===== src/fcpe_pkg.sv =====
/*
 * Constants, codes, register map and types for the flash erase sequencer host.
 * Assumes a 20 MHz system clock and an x8 boot-block flash with synchronous-sampled pins.
 */
package fcpe_pkg;
	// clock and flash pin timing
	localparam int CLK_PERIOD_NS = 50;
	localparam int T_WE_PULSE_NS = 70;
	localparam int T_READ_ACCESS_NS = 120;
	localparam int T_RECOVERY_NS = 40;
	localparam int T_UNLOCK_SETUP_NS = 100;
	localparam int T_ADDR_SETUP_NS = 50;
	// least times round up, never below one cycle
	localparam int WE_CYC = (T_WE_PULSE_NS + CLK_PERIOD_NS - 1) / CLK_PERIOD_NS;
	localparam int RD_CYC = (T_READ_ACCESS_NS + CLK_PERIOD_NS - 1) / CLK_PERIOD_NS;
	localparam int GAP_CYC = (T_RECOVERY_NS + CLK_PERIOD_NS - 1) / CLK_PERIOD_NS;
	localparam int UNL_CYC = (T_UNLOCK_SETUP_NS + CLK_PERIOD_NS - 1) / CLK_PERIOD_NS;
	localparam int SET_CYC = (T_ADDR_SETUP_NS + CLK_PERIOD_NS - 1) / CLK_PERIOD_NS;
	localparam int CNT_W = 2;
	localparam logic [CNT_W-1:0] CNT_ZERO = 2'h0;
	localparam logic [CNT_W-1:0] CNT_ONE = 2'h1;
	localparam logic [CNT_W-1:0] WE_LOAD = CNT_W'(WE_CYC - 1);
	localparam logic [CNT_W-1:0] RD_LOAD = CNT_W'(RD_CYC - 1);
	localparam logic [CNT_W-1:0] GAP_LOAD = CNT_W'(GAP_CYC - 1);
	localparam logic [CNT_W-1:0] UNL_LOAD = CNT_W'(UNL_CYC - 1);
	localparam logic [CNT_W-1:0] SET_LOAD = CNT_W'(SET_CYC - 1);
	// flash geometry
	localparam int FLASH_AW = 18;
	localparam int FLASH_DW = 8;
	localparam int BLK_LO = 12;
	localparam int BLK_W = FLASH_AW - BLK_LO;
	localparam logic [BLK_W-1:0] BOOT_BLK = 6'h00;
	localparam logic [BLK_LO-1:0] BLK_OFS_ZERO = 12'h000;
	// flash command codes; the clear-status code is a plain default
	localparam logic [FLASH_DW-1:0] CODE_ERASE_SETUP = 8'h20;
	localparam logic [FLASH_DW-1:0] CODE_CONFIRM = 8'hD0;
	localparam logic [FLASH_DW-1:0] CODE_SUSPEND = 8'hB0;
	localparam logic [FLASH_DW-1:0] CODE_READ_ARRAY = 8'hFF;
	localparam logic [FLASH_DW-1:0] CODE_CLEAR_STATUS = 8'h50;
	// flash status bits
	localparam int FST_VPP_LOW = 3;
	localparam int FST_PROG_ERR = 4;
	localparam int FST_ERASE_ERR = 5;
	localparam int FST_SUSPENDED = 6;
	localparam int FST_READY = 7;
	// software register map
	localparam int SW_AW = 5;
	localparam int SW_DW = 32;
	localparam logic [SW_AW-1:0] REG_CMD = 5'h00;
	localparam logic [SW_AW-1:0] REG_ADDR = 5'h04;
	localparam logic [SW_AW-1:0] REG_STATUS = 5'h08;
	localparam logic [SW_AW-1:0] REG_DATA = 5'h0C;
	localparam logic [SW_AW-1:0] REG_IRQ_STAT = 5'h10;
	localparam logic [SW_AW-1:0] REG_IRQ_CLR = 5'h14;
	localparam logic [SW_AW-1:0] REG_IRQ_EN = 5'h18;
	localparam int ST_BUSY = 0;
	localparam int ST_SUSP = 1;
	localparam int ST_ERRP = 2;
	localparam int ST_ARRAY = 3;
	localparam int ST_FLASH_LO = 8;
	localparam int EVT_W = 4;
	localparam int EVT_DONE = 0;
	localparam int EVT_ERR = 1;
	localparam int EVT_REFUSED = 2;
	localparam int EVT_SUSP = 3;

	typedef enum logic [2:0] {
		S_IDLE = 3'h0, S_SETUP = 3'h1, S_PULSE = 3'h3, S_GAP = 3'h2, S_DECIDE = 3'h6
	} fcpe_state_t;
	typedef enum logic [2:0] {
		JOB_NONE = 3'h0, JOB_ERASE = 3'h1, JOB_SUSPEND = 3'h2, JOB_RESUME = 3'h3,
		JOB_RDARR = 3'h4, JOB_READ = 3'h5, JOB_CLEAR = 3'h6
	} fcpe_job_t;
	typedef enum logic [1:0] {PH_FIRST = 2'h0, PH_SECOND = 2'h1, PH_POLL = 2'h3} fcpe_phase_t;
	typedef struct packed {
		logic wr;
		logic [FLASH_DW-1:0] data;
		logic [FLASH_AW-1:0] addr;
	} fcpe_acc_t;
endpackage : fcpe_pkg


===== src/fcpe_host_ctrl.sv =====
/*
 * Host-side controller that drives a boot-block flash through its parallel pins:
 * block erase, status polling, suspend/resume, read-array, array reads, clear status.
 * Assumes flash pins sampled synchronously to sys_clk_i and software on a plain register port.
 */
// Decided for this implementation: the strobed register port and the address map.
// How it works
// - erase is setup code 20h, then D0h with block bits on A12-A17
// - every status poll read gets its own chip or output enable pulse
// - bit 3 flags low program voltage, bit 4 program failure; host checks them
// - after any error flag, clear status before the next program or erase
// - suspend code B0h during erase; flash then returns status on reads
// - while suspended, read-array then read only blocks other than the erased one
// - confirm code D0h while suspended resumes the erase
// - boot block changes only with unlock voltage on the reset pin or write-protect high
`timescale 1ns/1ps
module fcpe_host_ctrl (
	input wire logic sys_clk_i, // 20 MHz clock
	input wire logic rst_b_i, // async reset, active low
	input wire logic [fcpe_pkg::SW_AW-1:0] sw_addr_i, // register byte address
	input wire logic [fcpe_pkg::SW_DW-1:0] sw_wdata_i, // write data
	input wire logic sw_we_i, // write strobe
	input wire logic sw_re_i, // read strobe
	output logic [fcpe_pkg::SW_DW-1:0] sw_rdata_o, // read data, cycle after strobe
	output logic irq_o, // level interrupt
	output logic [fcpe_pkg::FLASH_AW-1:0] flash_addr_o, // flash address
	output logic [fcpe_pkg::FLASH_DW-1:0] flash_dq_o, // flash data out
	output logic flash_dq_oe_o, // flash data drive enable
	input wire logic [fcpe_pkg::FLASH_DW-1:0] flash_dq_i, // flash data in
	output logic flash_ce_b_o, // chip enable, low active
	output logic flash_oe_b_o, // output enable, low active
	output logic flash_we_b_o, // write enable, low active
	output logic reset_powerdown_unlock_pin_vhh_o, // request unlock high voltage
	output logic flash_wp_o // write protect pin level
);
	import fcpe_pkg::*;

	logic [1:0] rst_sync_reg;
	logic rst_n;
	always_ff @(posedge sys_clk_i or negedge rst_b_i) begin
		if (!rst_b_i) begin
			rst_sync_reg <= 2'h0;
		end else begin
			rst_sync_reg <= {rst_sync_reg[0], 1'b1};
		end
	end
	assign rst_n = rst_sync_reg[1];

	fcpe_state_t state_reg, state_next;
	fcpe_job_t job_reg, job_next, sw_cmd;
	fcpe_phase_t phase_reg, phase_next;
	fcpe_acc_t acc_reg, acc_next;
	logic [CNT_W-1:0] cnt_reg, cnt_next;
	logic [BLK_W-1:0] blk_reg, blk_next, blk_sel;
	logic [FLASH_AW-1:0] addr_reg, addr_next;
	logic [FLASH_DW-1:0] lat_reg, lat_next, fstat_reg, fstat_next, rd_reg, rd_next;
	logic susp_req_reg, susp_req_next, susp_reg, susp_next;
	logic errp_reg, errp_next, array_reg, array_next, unl_reg, unl_next;
	logic [EVT_W-1:0] istat_reg, istat_next, ien_reg, ien_next, evt;
	logic ce_b_next, oe_b_next, we_b_next, dq_oe_next, irq_next;
	logic [SW_DW-1:0] rdata_next;
	logic start_ok, busy, err_now;

	function automatic fcpe_acc_t acc_for(input fcpe_job_t job, input fcpe_phase_t ph,
			input logic [BLK_W-1:0] blk, input logic [FLASH_AW-1:0] adr);
		fcpe_acc_t a;
		a.wr = 1'b1;
		a.data = CODE_READ_ARRAY;
		a.addr = {blk, BLK_OFS_ZERO};
		if (ph == PH_POLL) begin
			a.wr = 1'b0; // a fresh read each time the poll loops
		end else begin
			case (job)
				JOB_ERASE: a.data = (ph == PH_FIRST) ? CODE_ERASE_SETUP : CODE_CONFIRM;
				JOB_RESUME: a.data = CODE_CONFIRM;
				JOB_SUSPEND: a.data = CODE_SUSPEND;
				JOB_CLEAR: a.data = CODE_CLEAR_STATUS;
				JOB_READ: begin
					a.wr = 1'b0;
					a.addr = adr;
				end
				default: a.data = CODE_READ_ARRAY;
			endcase
		end
		return a;
	endfunction : acc_for

	always_comb begin
		state_next = state_reg;
		job_next = job_reg;
		phase_next = phase_reg;
		acc_next = acc_reg;
		cnt_next = cnt_reg;
		blk_next = blk_reg;
		addr_next = addr_reg;
		lat_next = lat_reg;
		fstat_next = fstat_reg;
		rd_next = rd_reg;
		susp_req_next = susp_req_reg;
		susp_next = susp_reg;
		errp_next = errp_reg;
		array_next = array_reg;
		unl_next = unl_reg;
		ien_next = ien_reg;
		evt = '0;
		start_ok = 1'b0;
		busy = (state_reg != S_IDLE);
		sw_cmd = fcpe_job_t'(sw_wdata_i[2:0]);
		blk_sel = (sw_cmd == JOB_ERASE) ? addr_reg[FLASH_AW-1:BLK_LO] : blk_reg;
		err_now = lat_reg[FST_VPP_LOW] | lat_reg[FST_PROG_ERR] | lat_reg[FST_ERASE_ERR];

		if (sw_we_i && sw_addr_i == REG_ADDR) begin
			addr_next = sw_wdata_i[FLASH_AW-1:0];
		end
		if (sw_we_i && sw_addr_i == REG_IRQ_EN) begin
			ien_next = sw_wdata_i[EVT_W-1:0];
		end
		if (sw_we_i && sw_addr_i == REG_CMD) begin
			unique case (sw_cmd)
				JOB_SUSPEND: begin
					// only accepted while an erase or resume job is busy; acted on at a not-ready poll
					if (busy && (job_reg == JOB_ERASE || job_reg == JOB_RESUME)) begin
						susp_req_next = 1'b1;
					end else begin
						evt[EVT_REFUSED] = 1'b1;
					end
				end
				JOB_ERASE: start_ok = !busy && !errp_reg && !susp_reg;
				JOB_RESUME: start_ok = !busy && susp_reg;
				JOB_RDARR: start_ok = !busy;
				JOB_READ: start_ok = !busy && array_reg &&
						!(susp_reg && addr_reg[FLASH_AW-1:BLK_LO] == blk_reg);
				JOB_CLEAR: start_ok = !busy && !susp_reg;
				default: start_ok = 1'b0;
			endcase
			if (sw_cmd != JOB_SUSPEND && !start_ok) begin
				evt[EVT_REFUSED] = 1'b1;
			end
		end
		if (start_ok) begin
			job_next = sw_cmd;
			phase_next = PH_FIRST;
			state_next = S_SETUP;
			blk_next = blk_sel;
			acc_next = acc_for(sw_cmd, PH_FIRST, blk_sel, addr_reg);
			cnt_next = SET_LOAD;
			if (sw_cmd != JOB_READ) begin
				array_next = (sw_cmd == JOB_RDARR);
			end
			if (sw_cmd == JOB_RESUME) begin
				susp_next = 1'b0;
			end
			if ((sw_cmd == JOB_ERASE || sw_cmd == JOB_RESUME) && blk_sel == BOOT_BLK) begin
				unl_next = 1'b1;
				cnt_next = UNL_LOAD; // unlock voltage must settle before the strobe
			end
		end

		unique case (state_reg)
			S_IDLE: ;
			S_SETUP: begin
				if (cnt_reg == CNT_ZERO) begin
					state_next = S_PULSE;
					cnt_next = acc_reg.wr ? WE_LOAD : RD_LOAD;
				end else begin
					cnt_next = cnt_reg - CNT_ONE;
				end
			end
			S_PULSE: begin
				if (cnt_reg == CNT_ZERO) begin
					state_next = S_GAP;
					cnt_next = GAP_LOAD;
					if (!acc_reg.wr) begin
						lat_next = flash_dq_i;
					end
				end else begin
					cnt_next = cnt_reg - CNT_ONE;
				end
			end
			S_GAP: begin
				if (cnt_reg == CNT_ZERO) begin
					state_next = S_DECIDE;
				end else begin
					cnt_next = cnt_reg - CNT_ONE;
				end
			end
			S_DECIDE: begin
				state_next = S_SETUP;
				cnt_next = SET_LOAD;
				if (phase_reg == PH_FIRST && job_reg == JOB_ERASE) begin
					phase_next = PH_SECOND;
				end else if (phase_reg != PH_POLL &&
						(job_reg == JOB_ERASE || job_reg == JOB_RESUME || job_reg == JOB_SUSPEND)) begin
					phase_next = PH_POLL;
				end else if (phase_reg == PH_POLL && !lat_reg[FST_READY]) begin
					fstat_next = lat_reg;
					if (susp_req_reg && job_reg != JOB_SUSPEND) begin
						job_next = JOB_SUSPEND;
						phase_next = PH_FIRST;
						susp_req_next = 1'b0;
					end
				end else begin
					state_next = S_IDLE;
					job_next = JOB_NONE;
					evt[EVT_DONE] = 1'b1;
					susp_req_next = 1'b0;
					if (phase_reg == PH_POLL) begin
						fstat_next = lat_reg;
						if (job_reg == JOB_SUSPEND && lat_reg[FST_SUSPENDED]) begin
							susp_next = 1'b1;
							evt[EVT_SUSP] = 1'b1;
						end else begin
							// erase has ended: drop unlock so the boot block relocks
							unl_next = 1'b0;
							errp_next = errp_reg | err_now;
							evt[EVT_ERR] = err_now;
						end
					end
					unique case (job_reg)
						JOB_READ: rd_next = lat_reg;
						JOB_CLEAR: errp_next = 1'b0;
						default: ;
					endcase
				end
				acc_next = acc_for(job_next, phase_next, blk_reg, addr_reg);
			end
			default: state_next = S_IDLE;
		endcase

		// a fresh event wins over a clear in the same cycle
		istat_next = istat_reg;
		if (sw_we_i && sw_addr_i == REG_IRQ_CLR) begin
			istat_next = istat_reg & ~sw_wdata_i[EVT_W-1:0];
		end
		istat_next = istat_next | evt;
		irq_next = |(istat_next & ien_next);

		ce_b_next = !(state_next == S_SETUP || state_next == S_PULSE);
		we_b_next = !(state_next == S_PULSE && acc_next.wr);
		oe_b_next = !(state_next == S_PULSE && !acc_next.wr);
		dq_oe_next = acc_next.wr && (state_next == S_SETUP || state_next == S_PULSE ||
				state_next == S_GAP);

		rdata_next = '0;
		if (sw_re_i) begin
			unique case (sw_addr_i)
				REG_STATUS: begin
					rdata_next[ST_BUSY] = busy;
					rdata_next[ST_SUSP] = susp_reg;
					rdata_next[ST_ERRP] = errp_reg;
					rdata_next[ST_ARRAY] = array_reg;
					rdata_next[ST_FLASH_LO +: FLASH_DW] = fstat_reg;
				end
				REG_DATA: rdata_next[FLASH_DW-1:0] = rd_reg;
				REG_IRQ_STAT: rdata_next[EVT_W-1:0] = istat_reg;
				REG_IRQ_EN: rdata_next[EVT_W-1:0] = ien_reg;
				REG_ADDR: rdata_next[FLASH_AW-1:0] = addr_reg;
				default: rdata_next = '0;
			endcase
		end
	end

	always_ff @(posedge sys_clk_i or negedge rst_n) begin
		if (!rst_n) begin
			state_reg <= S_IDLE;
			job_reg <= JOB_NONE;
			phase_reg <= PH_FIRST;
			acc_reg <= '0;
			cnt_reg <= CNT_ZERO;
			blk_reg <= BOOT_BLK;
			addr_reg <= '0;
			lat_reg <= '0;
			fstat_reg <= '0;
			rd_reg <= '0;
			susp_req_reg <= 1'b0;
			susp_reg <= 1'b0;
			errp_reg <= 1'b0;
			array_reg <= 1'b1;
			unl_reg <= 1'b0;
			istat_reg <= '0;
			ien_reg <= '0;
			irq_o <= 1'b0;
			sw_rdata_o <= '0;
			flash_ce_b_o <= 1'b1;
			flash_oe_b_o <= 1'b1;
			flash_we_b_o <= 1'b1;
			flash_dq_oe_o <= 1'b0;
		end else begin
			state_reg <= state_next;
			job_reg <= job_next;
			phase_reg <= phase_next;
			acc_reg <= acc_next;
			cnt_reg <= cnt_next;
			blk_reg <= blk_next;
			addr_reg <= addr_next;
			lat_reg <= lat_next;
			fstat_reg <= fstat_next;
			rd_reg <= rd_next;
			susp_req_reg <= susp_req_next;
			susp_reg <= susp_next;
			errp_reg <= errp_next;
			array_reg <= array_next;
			unl_reg <= unl_next;
			istat_reg <= istat_next;
			ien_reg <= ien_next;
			irq_o <= irq_next;
			sw_rdata_o <= rdata_next;
			flash_ce_b_o <= ce_b_next;
			flash_oe_b_o <= oe_b_next;
			flash_we_b_o <= we_b_next;
			flash_dq_oe_o <= dq_oe_next;
		end
	end
	assign flash_addr_o = acc_reg.addr;
	assign flash_dq_o = acc_reg.data;
	assign reset_powerdown_unlock_pin_vhh_o = unl_reg;
	assign flash_wp_o = unl_reg;
endmodule : fcpe_host_ctrl


===== config.mk =====
export PLATFORM = sky130hd
export DESIGN_NAME = fcpe_host_ctrl
export DESIGN_NICKNAME = d
export VERILOG_FILES = /design/src/fcpe_pkg.sv /design/src/fcpe_host_ctrl.sv
export SDC_FILE = /design/constraint.sdc
export NUM_CORES = 1
export LEC_CHECK = 0
export BUFFER_PORTS_ARGS = -buffer_cell sky130_fd_sc_hd__buf_2
export CAP_MARGIN = 20
export CORE_UTILIZATION = 59
export CTS_BUF_LIST = sky130_fd_sc_hd__clkbuf_16
export DETAILED_ROUTE_END_ITERATION = 8
export GPL_TIMING_DRIVEN = 1
export PLACE_DENSITY_LB_ADDON = 0.25
export SYNTH_ARGS = -nofsm -noshare
export SYNTH_HDL_FRONTEND = slang
export SYNTH_SLANG_ARGS = --single-unit

===== constraint.sdc =====
create_clock -name sys_clk_i -period 5.9 [get_ports sys_clk_i]
set_input_delay 0.295 -clock sys_clk_i [delete_from_list [all_inputs] [get_ports sys_clk_i]]
set_output_delay 0.295 -clock sys_clk_i [all_outputs]
set_load 0.02 [all_outputs]

==> metrics.cfg <==
[synthesis]
synth_cells=495
ys_async_sr_fraction_pct=100
synth_cell_types=71
ys.flop_type=dfrtp_1
ys_warn_count=0
syn_area_per_cell_um2=11.5
synth_edf_count=0
netlist_area_um2=5670
synth-seq-area-share_pct=53.0
synth-seq-cells=120

[power_and_ir_drop]
peakVddDrop_mv=0.244
powerDensity_nw_per_um2=402
p_leak_nw=3.06

[cts]
cts_buffer_depth=2
clk_pin_slew_ns=0.05
cts_resized=0
cts_tree=done
clk_latency_ns=0.40
htreeDepth=4
cts.sinks=120
numCtsBuffers=17
holdBufCountCts=1
post_cts_buffers=0
cts-root-buf=clkbuf_16

[timing]
hold_viol_final=0
max-slew-margin-rel_pct=34.7
setup_tns_ns=0
worstMarginPinSlew_ns=0.976
hold_slack_ns=0.124
min_period_ns=3.31
slew_violations=0
period_share_pct=56.1
fmax_ghz=0.302
timing.final.ws_setup_ns=2.59
rsz0062_at_grt=no
finClkSkew_ns=0.0115
finalSetupViolCount=0

[detailed_routing]
viasPerCell=5.66
ant_nets=0
firstDrtPassIters=5
wirelength_mm=12.5
route.detailed.drc=0
vias=3919
drtIter0Drc=212
wl_per_cell_um=18.1

[setup_path]
crit_buf_inv=0
path_delay_family=simple AND/OR/NAND/NOR gates
crit_start=state_reg[1]
cp.required_ns=6.18
path_class=reg -> reg
cp-endpoint=flash_addr_o[8]
cp_num_cells=6
crit_path_start_kind=flip-flop
worstPathArrival_ns=3.59
crit_chain=nor2_1 > nand4b_2 > a211oi_4 > or2_1 > nor2_1 > a22o_1
max_stage_delay_ns=0.71
ff2ff_setup_slack_ns=2.59
timing.rr.start=state_reg[1]
rr_endpoint=flash_addr_o[8]
crit_path_frequent_cell=nor2_1
crit_fanout=19
ff2ff_path_depth=6
end_kind=flip-flop
slowest_stage=a211oi_4

[global_route]
grt_usage_pct=26.7
grt_max_degree=82
first_global_vias=3929
overflow=0
grt_pass1_wl_mm=20.1
grt_antenna_before_repair=0

[floorplanning]
start_util_pct=61.1
dieArea_um2=10000
ios=114
die_h_um=100
core_um2=9280
die_w_um=100
fp-row-count=35

[run_status]
status=finished, final reports clean

[min_path]
min_path_type=in -> reg

[placement]
hpwl_mm=8.67
dp_slack_ns=2.54
gp_congestion=0.882
io_buffers=85

[layout]
drive_gt1_share_pct=33.0
area_delta_synth_final_pct=12.9
fin_nets=601
post-route-util_pct=69.0
n_antenna_cell=0

[flow_run]
max_cap_viol_count=0

synthesized netlist by cell type (9+ instances only):
cell type	instances	share of area [%]
o22ai_1	10	1.1
buf_2	9	0.79
nand3_1	9	0.79
mux2_2	52	10
nor2_1	43	2.8
buf_4	42	5.6
nor3_1	9	0.79
nor2b_1	12	1.3
nand2_1	35	2.3
a22o_1	12	1.9
mux2i_1	11	1.9
a21oi_1	21	1.9
dfrtp_1	116	51
per-stage QoR:
step | total power (W) | cells | cell area [µm²]
6_report | 0.00258 | 692 | 6400
3_3_place_gp | 0.00169 | 660 | 5890
4_1_cts | 0.00258 | 691 | 6390
2_1_floorplan | 0.00160 | 508 | 5720
3_5_place_dp | 0.00172 | 660 | 5890
5_1_grt | 0.00269 | 692 | 6400
metal layers:
metal	up-vias	GRT usage [%]	wire length (µm)	part of all wire (%)
met3	14	5.43	567	4.5
met5	-	0	0	0
met1	1953	37.5	5680	45
met2	125	42.1	6100	49
met4	0	8.92	184	1.5
li1	1827	-	-	-
worst min-delay path by stage:
stage,from,to,cells after the start
5_1_grt,sw_wdata_i[14],addr_reg[14],2
3_5_place_dp,rst_b_i,rst_sync_reg[0],1
2_1_floorplan,rst_b_i,rst_sync_reg[0],0
4_1_cts,sw_wdata_i[12],addr_reg[12],2
3_3_place_gp,rst_b_i,rst_sync_reg[0],1
6_report,sw_wdata_i[12],addr_reg[12],2
cells by family (layout without fill, tap and decap cells):
| family | after synthesis | in the layout | synth area share [%] |
|---|---|---|---|
| buf+inv | 68 | 123 | 7.88 |
| xor+xnor | 6 | 6 | 0.927 |
| simple gates | 145 | 145 | 13.8 |
| other cells | 2 | 15 | 0.132 |
| flops | 120 | 120 | 53.0 |
| compound gates | 91 | 91 | 12.0 |
| mux | 63 | 63 | 12.3 |
power by group:
group | internal [W] | total (W) | leakage [nW] | switching, W
Combinational | 0.000244 | 0.000552 | 1.29 | 0.000308
Clock | 0.000519 | 0.000861 | 0.247 | 0.000342
Sequential | 0.000992 | 0.00116 | 1.53 | 0.000170
Total | 0.00176 | 0.00258 | 3.06 | 0.000820
layout by cell type (no fill, tap or decap), drive strengths merged, types with 10 or more instances in the layout:
master	netlist	routed
a21oi	22	22
a22o	12	12
buf	56	87
clkbuf	7	17
conb	2	15
dfrtp	116	116
mux2	52	52
mux2i	11	11
nand2	35	35
nor2	45	45
nor2b	13	13
nor3	10	10
o22ai	10	10
worst register-to-register path: stages, from the launching register on:
cell      delay [ns]
dfrtp_1         0.49
nor2_1          0.32
nand4b_2        0.24
a211oi_4        0.71
or2_1           0.69
nor2_1          0.44
a22o_1          0.30
area by class of cell:
class	instances	area, µm²
Clock buffer	17	425
Clock inverter	13	70.1
Fill cell	712	2880
Inverter	5	18.8
Multi-Input combinational cell	320	2260
Sequential cell	120	3010
Tap cell	129	161
Timing Repair Buffer	88	450
(Power assumes the default switching activity.)
